$ cat config.mk
export PLATFORM = sky130hd
export DESIGN_NAME = fes_erase_suspend
export DESIGN_NICKNAME = d
export VERILOG_FILES = /design/src/include/fes_pkg.sv /design/src/hw/fes_erase_suspend.sv
export VERILOG_INCLUDE_DIRS = /design/src /design/src/include
export SDC_FILE = /design/constraint.sdc
export NUM_CORES = 1
export LEC_CHECK = 0
export BUFFER_PORTS_ARGS = -buffer_cell sky130_fd_sc_hd__buf_2
export CAP_MARGIN = 20
export CELL_PAD_IN_SITES_DETAIL_PLACEMENT = 1
export CELL_PAD_IN_SITES_GLOBAL_PLACEMENT = 2
export CORE_UTILIZATION = 36
export CTS_BUF_LIST = sky130_fd_sc_hd__clkbuf_8
export CTS_CLUSTER_DIAMETER = 60
export DETAILED_ROUTE_END_ITERATION = 10
export PLACE_DENSITY_LB_ADDON = 0.1
export SLEW_MARGIN = 20
export SYNTH_ARGS = -nofsm -noshare
export SYNTH_HDL_FRONTEND = slang
export SYNTH_SLANG_ARGS = --single-unit
$ cat constraint.sdc
create_clock -name clk -period 4.3 [get_ports clk]
set_input_delay 0.86 -clock clk [delete_from_list [all_inputs] [get_ports clk]]
set_output_delay 0.86 -clock clk [all_outputs]
set_load 0.005 [all_outputs]
$ cat src/include/fes_params.svh
`ifndef FES_PARAMS_SVH
`define FES_PARAMS_SVH

// ----------------------------------------
// Command bytes
// ----------------------------------------
`define FES_CMD_ERASE_4K 8'h20
`define FES_CMD_ERASE_32K 8'h52
`define FES_CMD_ERASE_64K 8'hd8
`define FES_CMD_CHIP_A 8'h60
`define FES_CMD_CHIP_B 8'hc7
`define FES_CMD_SUSPEND 8'hb0
`define FES_CMD_RESUME 8'hd0

// ----------------------------------------
// Address layout
// ----------------------------------------
`define FES_ADDR_W 24
`define FES_SECTOR_LSB 16
`define FES_SECTOR_W 5
`define FES_MASK_4K 24'hfff000
`define FES_MASK_32K 24'hff8000
`define FES_MASK_64K 24'hff0000
`define FES_ADDR_BYTES 3

// ----------------------------------------
// Timing, times in microseconds
// ----------------------------------------
`define FES_CLK_MHZ 10
`define FES_BLOCK_ERASE_TIME_US 1000
`define FES_CHIP_ERASE_TIME_US 20000
`define FES_PROG_TIME_US 1000
`define FES_SUSPEND_LATENCY_US 20
`define FES_RESUME_LATENCY_US 20

`endif

$ cat src/include/fes_pkg.sv
package fes_pkg;

   // Sequencer states
   typedef enum logic [1:0] {
      ST_IDLE,
      ST_RUN,
      ST_SUSP_WAIT,
      ST_RES_WAIT
   } fes_state_e;

   // Erase extent
   typedef enum logic [1:0] {
      KIND_4K,
      KIND_32K,
      KIND_64K,
      KIND_CHIP
   } fes_kind_e;

   // Status flags seen by status reads
   typedef struct packed {
      logic ready_busy_flag;
      logic write_enable_latch;
      logic erase_program_error_flag;
      logic program_suspended_flag;
      logic erase_suspended_flag;
   } fes_status_s;

   // Erase order to the array
   typedef struct packed {
      logic valid;
      fes_kind_e kind;
      logic [23:0] addr;
   } fes_erase_cmd_s;

endpackage : fes_pkg

$ cat src/hw/fes_erase_suspend.sv
`timescale 1ns/1ns
`include "fes_params.svh"
// What this block does
// - 20h/52h/D8h erase 4K/32K/64K blocks to ones
// - Erase starts only with latch already set
// - Three address bytes, extra bytes ignored
// - Erase starts at deselect, self-timed
// - Low address bits ignored per block size
// - Short address or ragged deselect aborts erase
// - Protected or locked target not erased
// - Those aborts clear the write enable latch
// - Busy during erase, latch cleared before end
// - Failed erase sets the error flag
// - 60h and C7h both erase whole chip
// - Chip erase takes no address, self-timed
// - Protection or ragged deselect refuses chip erase
// - B0h suspend, latch state irrelevant
// - Suspend halts within latency, sets flag, ready
// - Incomplete or ragged suspend does nothing
// - Suspend covers one 64KB sector only
// - Reads of suspended sector return undefined data
// - Sequential read undefined while in suspended sector
// - Program to erase-suspended sector aborts, clears latch
// - Erase to program-suspended sector aborts, clears latch
// - Program allowed during erase suspend, both flags
// - D0h resume, flag cleared after latency, busy
// - Resume restarts program before erase
// - Other disallowed commands during suspend leave latch alone
module fes_erase_suspend #(
   parameter int BLK_ERASE_CYC = `FES_BLOCK_ERASE_TIME_US * `FES_CLK_MHZ,
   parameter int CHIP_ERASE_CYC = `FES_CHIP_ERASE_TIME_US * `FES_CLK_MHZ,
   parameter int PROG_CYC = `FES_PROG_TIME_US * `FES_CLK_MHZ
) (
   input wire logic clk,
   input wire logic srst,
   input wire logic cs_n_pin,
   input wire logic sck_pin,
   input wire logic si_pin,
   input wire logic [31:0] sector_protected,
   input wire logic wen_set,
   input wire logic prog_start,
   input wire logic [23:0] prog_addr,
   input wire logic array_fail,
   input wire logic [23:0] rd_addr,
   output fes_pkg::fes_status_s status,
   output fes_pkg::fes_erase_cmd_s erase_cmd,
   output logic prog_abort,
   output logic rd_undefined
);
   import fes_pkg::*;

   localparam int SUSP_CYC = `FES_SUSPEND_LATENCY_US * `FES_CLK_MHZ;
   localparam int RES_CYC = `FES_RESUME_LATENCY_US * `FES_CLK_MHZ;
   localparam int SW = `FES_SECTOR_W;

   // ----------------------------------------
   // Pin synchronisers and serial shifter
   // ----------------------------------------
   logic cs_s1_q, cs_s2_q, cs_s3_q;
   logic sck_s1_q, sck_s2_q, sck_s3_q;
   logic si_s1_q, si_s2_q;
   logic [7:0] sh_q;
   logic [2:0] bit_q;
   logic [2:0] nbytes_q;
   logic [7:0] opc_q;
   logic [23:0] addr_q;

   wire sck_rise = sck_s2_q & ~sck_s3_q & ~cs_s2_q;
   wire cs_fall = ~cs_s2_q & cs_s3_q;
   wire cs_rise = cs_s2_q & ~cs_s3_q;
   wire [7:0] byte_in = {sh_q[6:0], si_s2_q};
   wire byte_done = sck_rise & (bit_q == 3'h7);

   // Two-flop synchronisers, first stage read only by second
   always_ff @(posedge clk) begin
      if (srst) begin
         {cs_s1_q, cs_s2_q, cs_s3_q} <= 3'h7;
         {sck_s1_q, sck_s2_q, sck_s3_q} <= 3'h0;
         {si_s1_q, si_s2_q} <= 2'h0;
      end else begin
         {cs_s1_q, cs_s2_q, cs_s3_q} <= {cs_n_pin, cs_s1_q, cs_s2_q};
         {sck_s1_q, sck_s2_q, sck_s3_q} <= {sck_pin, sck_s1_q, sck_s2_q};
         {si_s1_q, si_s2_q} <= {si_pin, si_s1_q};
      end
   end

   // Shift in MSB first on each rising serial clock
   always_ff @(posedge clk) begin
      if (srst || cs_fall) begin
         sh_q <= 8'h00;
         bit_q <= 3'h0;
         nbytes_q <= 3'h0;
      end else if (sck_rise) begin
         sh_q <= byte_in;
         bit_q <= bit_q + 3'h1;
         if (byte_done && nbytes_q != 3'h4)
            nbytes_q <= nbytes_q + 3'h1;
      end
   end

   // First byte is the command, next three the address
   always_ff @(posedge clk) begin
      if (srst) begin
         opc_q <= 8'h00;
         addr_q <= 24'h000000;
      end else if (byte_done) begin
         if (nbytes_q == 3'h0)
            opc_q <= byte_in;
         else if (nbytes_q <= 3'(`FES_ADDR_BYTES))
            addr_q <= {addr_q[15:0], byte_in};
      end
   end

   // ----------------------------------------
   // Command decode at deselect
   // ----------------------------------------
   fes_state_e st_q;
   logic wen_q, err_flag_q, prg_susp_q, ers_susp_q, run_prg_q;
   logic [31:0] cnt_q, ers_rem_q, prg_rem_q;
   logic [SW-1:0] ers_sec_q, prg_sec_q;

   wire aligned = (bit_q == 3'h0);
   wire have_op = aligned & (nbytes_q != 3'h0);
   wire have_addr = aligned & (nbytes_q == 3'h4);
   wire idle = (st_q == ST_IDLE);
   wire any_susp = prg_susp_q | ers_susp_q;
   wire is_4k = (opc_q == `FES_CMD_ERASE_4K);
   wire is_32k = (opc_q == `FES_CMD_ERASE_32K);
   wire is_64k = (opc_q == `FES_CMD_ERASE_64K);
   wire is_blk = (nbytes_q != 3'h0) & (is_4k | is_32k | is_64k);
   wire is_chip = (nbytes_q != 3'h0) &
      ((opc_q == `FES_CMD_CHIP_A) | (opc_q == `FES_CMD_CHIP_B));
   wire is_susp = have_op & (opc_q == `FES_CMD_SUSPEND);
   wire is_res = have_op & (opc_q == `FES_CMD_RESUME);
   wire [SW-1:0] cmd_sec = addr_q[`FES_SECTOR_LSB +: SW];
   wire blk_hits_prg = prg_susp_q & have_addr & (cmd_sec == prg_sec_q);

   // Erase commands: program-suspended target, then suspend, then checks
   wire blk_go = cs_rise & is_blk & idle & ~any_susp;
   wire blk_clr = (cs_rise & is_blk & blk_hits_prg) |
      (blk_go & (~have_addr | (wen_q & sector_protected[cmd_sec])));
   wire blk_start = blk_go & have_addr & wen_q & ~sector_protected[cmd_sec];
   wire chip_go = cs_rise & is_chip & idle & ~any_susp;
   wire chip_clr = chip_go & (~aligned | (wen_q & (|sector_protected)));
   wire chip_start = chip_go & aligned & wen_q & ~(|sector_protected);
   wire ers_start = blk_start | chip_start;

   // Suspend only while an operation is actually running
   wire susp_go = cs_rise & is_susp & (st_q == ST_RUN);
   wire res_go = cs_rise & is_res & idle & any_susp;
   wire res_prg = prg_susp_q;

   // Program requests from the program command path
   wire [SW-1:0] prg_sec = prog_addr[`FES_SECTOR_LSB +: SW];
   wire prg_ok = prog_start & idle & ~prg_susp_q & ~ers_start & ~res_go;
   wire prg_hit_ers = prg_ok & ers_susp_q & (prg_sec == ers_sec_q);
   wire prg_start = prg_ok & ~prg_hit_ers;

   // Erase base and kind, low address bits dropped per size
   wire [23:0] blk_mask = is_4k ? `FES_MASK_4K :
      (is_32k ? `FES_MASK_32K : `FES_MASK_64K);
   wire [23:0] ers_base = chip_start ? 24'h000000 : (addr_q & blk_mask);
   wire fes_kind_e ers_kind = chip_start ? KIND_CHIP :
      (is_4k ? KIND_4K : (is_32k ? KIND_32K : KIND_64K));
   wire [31:0] ers_cyc = chip_start ? 32'(CHIP_ERASE_CYC) : 32'(BLK_ERASE_CYC);

   // ----------------------------------------
   // Write enable latch
   // ----------------------------------------
   // Cleared on aborts and at the start of every array cycle
   wire wen_clr = blk_clr | chip_clr | prg_hit_ers | ers_start | prg_start;
   wire wen_ok = wen_set & idle & ~prg_susp_q;

   always_ff @(posedge clk) begin
      if (srst)
         wen_q <= 1'b0;
      else if (wen_clr)
         wen_q <= 1'b0;
      else if (wen_ok)
         wen_q <= 1'b1;
   end

   // ----------------------------------------
   // Sequencer
   // ----------------------------------------
   wire cnt_end = (cnt_q == 32'h1);
   wire [31:0] rem = run_prg_q ? prg_rem_q : ers_rem_q;
   wire run_end = (st_q == ST_RUN) & (rem == 32'h1);

   always_ff @(posedge clk) begin
      if (srst) begin
         st_q <= ST_IDLE;
         run_prg_q <= 1'b0;
         cnt_q <= 32'h0;
      end else begin
         unique case (st_q)
            ST_IDLE: begin
               if (ers_start || prg_start) begin
                  st_q <= ST_RUN;
                  run_prg_q <= prg_start;
               end else if (res_go) begin
                  st_q <= ST_RES_WAIT;
                  run_prg_q <= res_prg;
                  cnt_q <= 32'(RES_CYC);
               end
            end
            ST_RUN: begin
               if (susp_go) begin
                  st_q <= ST_SUSP_WAIT;
                  cnt_q <= 32'(SUSP_CYC);
               end else if (run_end)
                  st_q <= ST_IDLE;
            end
            ST_SUSP_WAIT: begin
               cnt_q <= cnt_q - 32'h1;
               if (cnt_end)
                  st_q <= ST_IDLE;
            end
            ST_RES_WAIT: begin
               cnt_q <= cnt_q - 32'h1;
               if (cnt_end)
                  st_q <= ST_RUN;
            end
         endcase
      end
   end

   // Remaining cycle counts survive a suspend
   always_ff @(posedge clk) begin
      if (srst) begin
         ers_rem_q <= 32'h0;
         prg_rem_q <= 32'h0;
         ers_sec_q <= '0;
         prg_sec_q <= '0;
      end else if (ers_start) begin
         ers_rem_q <= ers_cyc;
         ers_sec_q <= cmd_sec;
      end else if (prg_start) begin
         prg_rem_q <= 32'(PROG_CYC);
         prg_sec_q <= prg_sec;
      end else if (st_q == ST_RUN && !susp_go) begin
         if (run_prg_q)
            prg_rem_q <= prg_rem_q - 32'h1;
         else
            ers_rem_q <= ers_rem_q - 32'h1;
      end
   end

   // Suspend flags and error flag
   wire susp_done = (st_q == ST_SUSP_WAIT) & cnt_end;
   wire res_done = (st_q == ST_RES_WAIT) & cnt_end;

   always_ff @(posedge clk) begin
      if (srst) begin
         prg_susp_q <= 1'b0;
         ers_susp_q <= 1'b0;
         err_flag_q <= 1'b0;
      end else begin
         if (susp_done && run_prg_q)
            prg_susp_q <= 1'b1;
         else if (res_done && run_prg_q)
            prg_susp_q <= 1'b0;
         if (susp_done && !run_prg_q)
            ers_susp_q <= 1'b1;
         else if (res_done && !run_prg_q)
            ers_susp_q <= 1'b0;
         if (ers_start || prg_start)
            err_flag_q <= 1'b0;
         else if (run_end)
            err_flag_q <= array_fail;
      end
   end

   // ----------------------------------------
   // Outputs
   // ----------------------------------------
   wire [SW-1:0] rd_sec = rd_addr[`FES_SECTOR_LSB +: SW];
   wire rd_bad = (ers_susp_q & (rd_sec == ers_sec_q)) | (prg_susp_q & (rd_sec == prg_sec_q));

   // Registered strobes toward the array and the read path
   always_ff @(posedge clk) begin
      if (srst) begin
         erase_cmd <= '0;
         prog_abort <= 1'b0;
         rd_undefined <= 1'b0;
      end else begin
         erase_cmd.valid <= ers_start;
         if (ers_start) begin
            erase_cmd.kind <= ers_kind;
            erase_cmd.addr <= ers_base;
         end
         prog_abort <= prg_hit_ers;
         rd_undefined <= rd_bad;
      end
   end

   // Status fields straight from the state and flag registers
   assign status.ready_busy_flag = ~idle;
   assign status.write_enable_latch = wen_q;
   assign status.erase_program_error_flag = err_flag_q;
   assign status.program_suspended_flag = prg_susp_q;
   assign status.erase_suspended_flag = ers_susp_q;

endmodule : fes_erase_suspend

==> impl_metrics.yaml, run 1 <==
sta:
  max_freq_mhz: 278
  finClkSkew_ps: 25.9
  slew_headroom: 0.419
  hold_viol_final: 0
  holdWs_ps: 442
  setup-tns-final_ps: 0
  setup_viol: 0
  worst_slew_pin_slew_ps: 868
  rsz0062_at_grt: "false"
  fin_crit_sh: 0.838
  post-route-min-period_ps: 3600
  finalMaxSlewViolations: 0
clocking:
  cts_made_buffers: 17
  ctsLongestPathBuffers: 2
  postCtsHoldBufs: 0
  cts_tree: "done"
  clock_sinks: 183
  cts_setup_buffers: 0
  cts_resized: 0
  htreeDepth: 4
  cts_root_buf: "clkbuf_8"
  worstSkewPairLatency_ps: 490
  clk_transition_reported_paths_ps: 110
placed_design:
  hpwl_microns: 17800
  gp_congestion: 0.785
  dpl-instance-area_sq_mm: 0.00965
  dp.cells: 1411
  portBuffers: 71
synth:
  ys.warnings.count: 0
  synth_ff_type: "dfxtp_1"
  synthTopCellsByCount: "183 x dfxtp_1, 119 x nor2_1, 88 x a21oi_1"
  yosysMostFrequentCell: "dfxtp_1"
  yosysSeqAreaShare: 0.408
  yosys-top-cells-area: "dfxtp_1 41%, nor2_1 5.0%, a21oi_1 4.9%"
  ys_seq_elements: 183
  netlist.top_cell.by_area: "dfxtp_1"
  async_flop_share: 0
  syn_area_sq_mm: 0.00898
  yosys.cell_types.count: 68
  syn_area_per_cell_sq_um: 8.56
  synth_edf_count: 0
  syn_inst: 1049
  yosys.area.top_type_share: 0.408
finish:
  fin_cells: 1443
  fin_util: 0.412
  final_cell_area_sq_mm: 0.0101
  area_growth_syn_to_layout_pct: 11.9
  drive_gt1_frac: 0.147
  layout.nets: 1208
  num_antenna_cells: 0
setup_path:
  critPathLaunchType: "register"
  path_max_fanout: 16
  crit_chain: "inv_1 > ha_1 > nor2b_1 > or4_1 > o31ai_2 > nand2_1 > or4_1 > xor2_1 > nor2_1"
  cp.required_ps: 4680
  worstPathArrival_ps: 3980
  end_kind: "register"
  worstSetupPathType: "reg -> reg"
  slowest_stage: "or4_1"
  cp_common_cell: "or4_1"
  cpPeakStageDelay_ps: 630
route:
  detail_route.wl_per_cell_microns: 17.2
  drc_errors: 0
  vias: 7770
  drt-pass1-iter-count: 4
  drtAntennaViolNets: 0
  wl_microns: 24800
  drt_iter0_markers: 291
  vias_per_cell: 5.38
job:
  drv_cap: 0
hold_path:
  hold_path_class: "reg -> reg"
power:
  peakVddDrop_uv: 194
  pwr_density_cell_mw_per_mm2: 598
  p_leak_uw: 0.00377
status:
  status: "completed"
die:
  io_pins: 122
  start_util: 0.368
  die_w_microns: 160
  core_area_sq_mm: 0.0244
  die_h_microns: 160
  dieArea_sq_mm: 0.0256
  rows: 57
grt:
  grtUsageTotal: 0.202
  grt-ovfl-total: 0
  antenna_found_initial: 0
  grt_max_degree: 65
  grt_pass1_vias: 7910
  grt_first_pass_wirelength_microns: 41400
==> power by group <==
part           total [uW]  switching (uW)  internal (uW)
clock network        1220             718            499
registers            2260             292           1970
logic                2540            1510           1030
==> worst max-delay path, delay by kind of cell (launching register included) <==
family	cells	cell delay, ps
flip-flops	1	370
buffers and inverters	1	80
AO/OA/AOI/OAI	1	610
adder cells (fa/ha/maj)	1	250
AND/OR/NAND/NOR	5	2050
XOR/XNOR	1	140
==> routing by layer <==
layer	wire length [microns]	global-route usage	vias up
met1	11900	0.257	3805
met3	467	0.0327	14
met4	232	0.0550	0
met2	12200	0.350	60
met5	0	0	-
li1	-	-	3891
==> final timing paths <==
path / slack (ps) / start / to / depth (start not counted)
min reg2reg: 440 / cs_s1_q / cs_s2_q / 1
max reg2reg: 700 / nbytes_q[0] / cnt_q[12] / 9
min: 440 / cs_s1_q / cs_s2_q / 1
max: 700 / nbytes_q[0] / cnt_q[12] / 9
==> kinds of logic after synthesis <==
| group | Yosys count | share of synthesized area |
|---|---|---|
| compound gates | 205 | 0.147 |
| xor+xnor | 74 | 0.0721 |
| fa+ha+maj | 14 | 0.0195 |
| buf+inv | 86 | 0.0444 |
| flops | 183 | 0.408 |
| mux | 32 | 0.0457 |
| other cells | 1 | 0.000417 |
| simple gates | 454 | 0.263 |
==> flip-flops by register name (all words and copies together), names as in the netlist, 2 cells and up <==
name / flops
prg_sec_q: 5
st_q: 2
bit_q: 3
nbytes_q: 3
addr_q: 24
ers_rem_q: 32
sh_q: 7
prg_rem_q: 32
cnt_q: 32
opc_q: 8
ers_sec_q: 5
erase_cmd: 15
==> placed cells by master, fill, tap and decap left out, types with 5 or more instances in the layout <==
cell,n
xnor2_1,37
nor3_1,36
buf_2,70
mux2i_1,23
buf_4,22
inv_1,21
nor2_1,119
or4_1,36
o21ai_0,24
nand2b_1,12
or3_1,23
mux4_2,7
a22o_1,8
and2_1,5
conb_1,12
a31oi_1,17
inv_6,5
nand2_1,86
nand4b_1,5
nor4_1,37
nand3_1,30
o31ai_1,24
a21oi_1,88
xor2_1,37
a311oi_1,7
ha_1,14
or2_2,15
dfxtp_1,183
nand4_1,12
nor2b_1,12
clkbuf_8,18
==> layout make-up <==
class	count	area (sq um)
Timing Repair Buffer	92	515
Fill cell	2981	14300
Clock inverter	14	154
Sequential cell	183	3660
Multi-Input combinational cell	791	4990
Clock buffer	18	248
Tap cell	324	405
Inverter	21	78.8
==> through the flow <==
step	worst slack (ps)	total power, uW
detailed placement	484	4850
CTS	654	6110
finish	698	6010
global placement	585	4810
global route	455	6550
floorplan	1070	4150
Note: power is estimated with default switching activity, not from simulation.
==> inputs of run 2 (changes only) <==
CORE_UTILIZATION = 33   (was 36)
clock period = 3.1 ns   (was 4.3 ns; I/O delays follow)
==> run 2 against run 1 <==
Worst hold slack lost 130 ps. Register-to-register slack got worse by 570 ps. Global-route usage is 1.2 points lower. Die area increased by 9.0%. Cell count up 4.5%. Setup slack got worse by 570 ps. Largest power group unchanged.
==> impl_metrics.yaml, run 2 (synthesis results as in run 1) <==
placed_design:
  gp_congestion: 0.759
  pre_cts_slack_ps: -17.0
  dpl-instance-area_sq_mm: 0.0101
  hpwl_microns: 18700
  portBuffers: 71
grt:
  grt-ovfl-total: 0
  use_met1: 0.246
  grt_first_pass_wirelength_microns: 42500
  antenna_found_initial: 0
  grtUsageTotal: 0.190
  grt_pass1_vias: 8081
  busiest_layer: "met2"
  use_met3: 0.0288
  gr-usage-met2: 0.329
  grt_max_degree: 44
clocking:
  postCtsHoldBufs: 0
  htreeDepth: 4
  ctsLongestPathBuffers: 2
  clk_transition_reported_paths_ps: 110
  cts_made_buffers: 17
  clock_sinks: 183
  cts_tree: "done"
  worstSkewPairLatency_ps: 480
  cts_root_buf: "clkbuf_8"
die:
  start_util: 0.335
  dieArea_sq_mm: 0.0279
  io_pins: 122
  rows: 60
  core_area_sq_mm: 0.0268
  die_h_microns: 167
  die_w_microns: 167
power:
  power_uw: 8830
  pwr-share-comb: 0.459
  pwr_density_cell_mw_per_mm2: 841
  intPower_uw: 5200
  peakVddDrop_uv: 371
  p_leak_uw: 0.00404
  p_clk_frac: 0.189
  switching_share: 0.412
  p_switching_uw: 3640
  p_seq_frac: 0.352
setup_path:
  slowest_stage: "or4b_4"
  crit_path_end: "st_q[1]"
  reg2reg_depth: 7
  path_max_fanout: 5
  cp.required_ps: 3490
  r2r-start: "prg_rem_q[9]"
  end_kind: "register"
  worstPathArrival_ps: 3360
  ff2ff_setup_slack_ps: 130
  crit_chain: "or4_4 > or4_4 > or4b_4 > a2bb2o_4 > o22ai_4 > or4_1 > a21oi_1"
  cp_common_cell: "or4_4"
  cpPeakStageDelay_ps: 590
  r2r-end: "st_q[1]"
  worstSetupStartpoint: "prg_rem_q[9]"
  critPathLaunchType: "register"
  worstSetupPathType: "reg -> reg"
route:
  wl_microns: 25600
  vias_per_cell: 5.30
  drt-pass1-iter-count: 4
  drtAntennaViolNets: 0
  detail_route.wl_per_cell_microns: 17.0
  drt_iter0_markers: 327
  vias: 7991
  drc_errors: 0
finish:
  area_growth_syn_to_layout_pct: 16.9
  drive_gt1_frac: 0.185
  num_antenna_cells: 0
  fin_util: 0.392
  layout_commonest_cell: "dfxtp_1"
  reg.largest.list: "cnt_q (32), ers_rem_q (32), prg_rem_q (32)"
  layout.nets: 1256
  final_cell_mix: "183 x dfxtp_1, 118 x nor2_1, 88 x a21oi_1"
  final_cell_area_sq_mm: 0.0105
  fillCellCount: 3213
sta:
  max_freq_mhz: 337
  fin_crit_sh: 0.957
  finalMaxSlewViolations: 0
  fin_ws_ps: 133
  post-route-min-period_ps: 2970
  rsz0062_at_grt: "false"
  worst_slew_pin_slew_ps: 881
  setup-tns-final_ps: 0
  hold_viol_final: 0
  setup_viol: 0
  finClkSkew_ps: 20.7
  slew_headroom: 0.413
hold_path:
  hold_path_class: "in -> reg"
status:
  status: "completed"
job:
  drv_cap: 0
-- run 2: power by group through the flow --
stage / logic [uW] / registers, uW / clock network, uW
4_1_cts: 4100 / 3110 / 1770
3_5_place_dp: 4070 / 3160 / 0
5_1_grt: 4560 / 3180 / 1850
6_report: 4050 / 3110 / 1670
2_1_floorplan: 2700 / 3060 / 0
3_3_place_gp: 4030 / 3150 / 0
-- run 2: per-layer routing --
layer | up-vias | routed length, microns
met2 | 67 | 12500
met3 | 19 | 423
li1 | 3994 | -
met5 | - | 0
met1 | 3911 | 12400
met4 | 0 | 289
-- run 2: repair_timing --
action                     CTS  global route
setup buffers                0             0
setup endpoints to repair    0            18
gates resized for setup      0             6
-- run 2: worst max-delay path: cells and delay by family, from the launching register on --
family,cells,cell delay (ps)
AO/OA/AOI/OAI,3,470
AND/OR/NAND/NOR,4,2070
flip-flops,1,350
-- run 2: area by class of cell --
cell class | count | area (sq um) | share of cell area
Multi-Input combinational cell | 791 | 5010 | 0.477
Sequential cell | 183 | 3660 | 0.349
Tap cell | 341 | 427 | 0.0406
Timing Repair Buffer | 140 | 938 | 0.0893
Clock inverter | 15 | 158 | 0.0150
Clock buffer | 17 | 234 | 0.0223
Inverter | 21 | 78.8 | 0.00750
-- run 2: worst min path at each step --
stage / from / to / slack (ps) / cells past startpoint
after floorplan: cs_s1_q / cs_s2_q / 390 / 1
after global placement: cs_s1_q / cs_s2_q / 390 / 1
after detailed placement: cs_s1_q / cs_s2_q / 400 / 1
after CTS: cs_n_pin / cs_s1_q / 280 / 2
after global routing: cs_n_pin / cs_s1_q / 280 / 2
final: cs_n_pin / cs_s1_q / 320 / 2
-- run 2: through the flow --
stage          hold WS [ps]  instances
2_1_floorplan           389       1060
3_3_place_gp            395       1476
3_5_place_dp            401       1476
4_1_cts                 284       1508
5_1_grt                 277       1508
6_report                316       1508
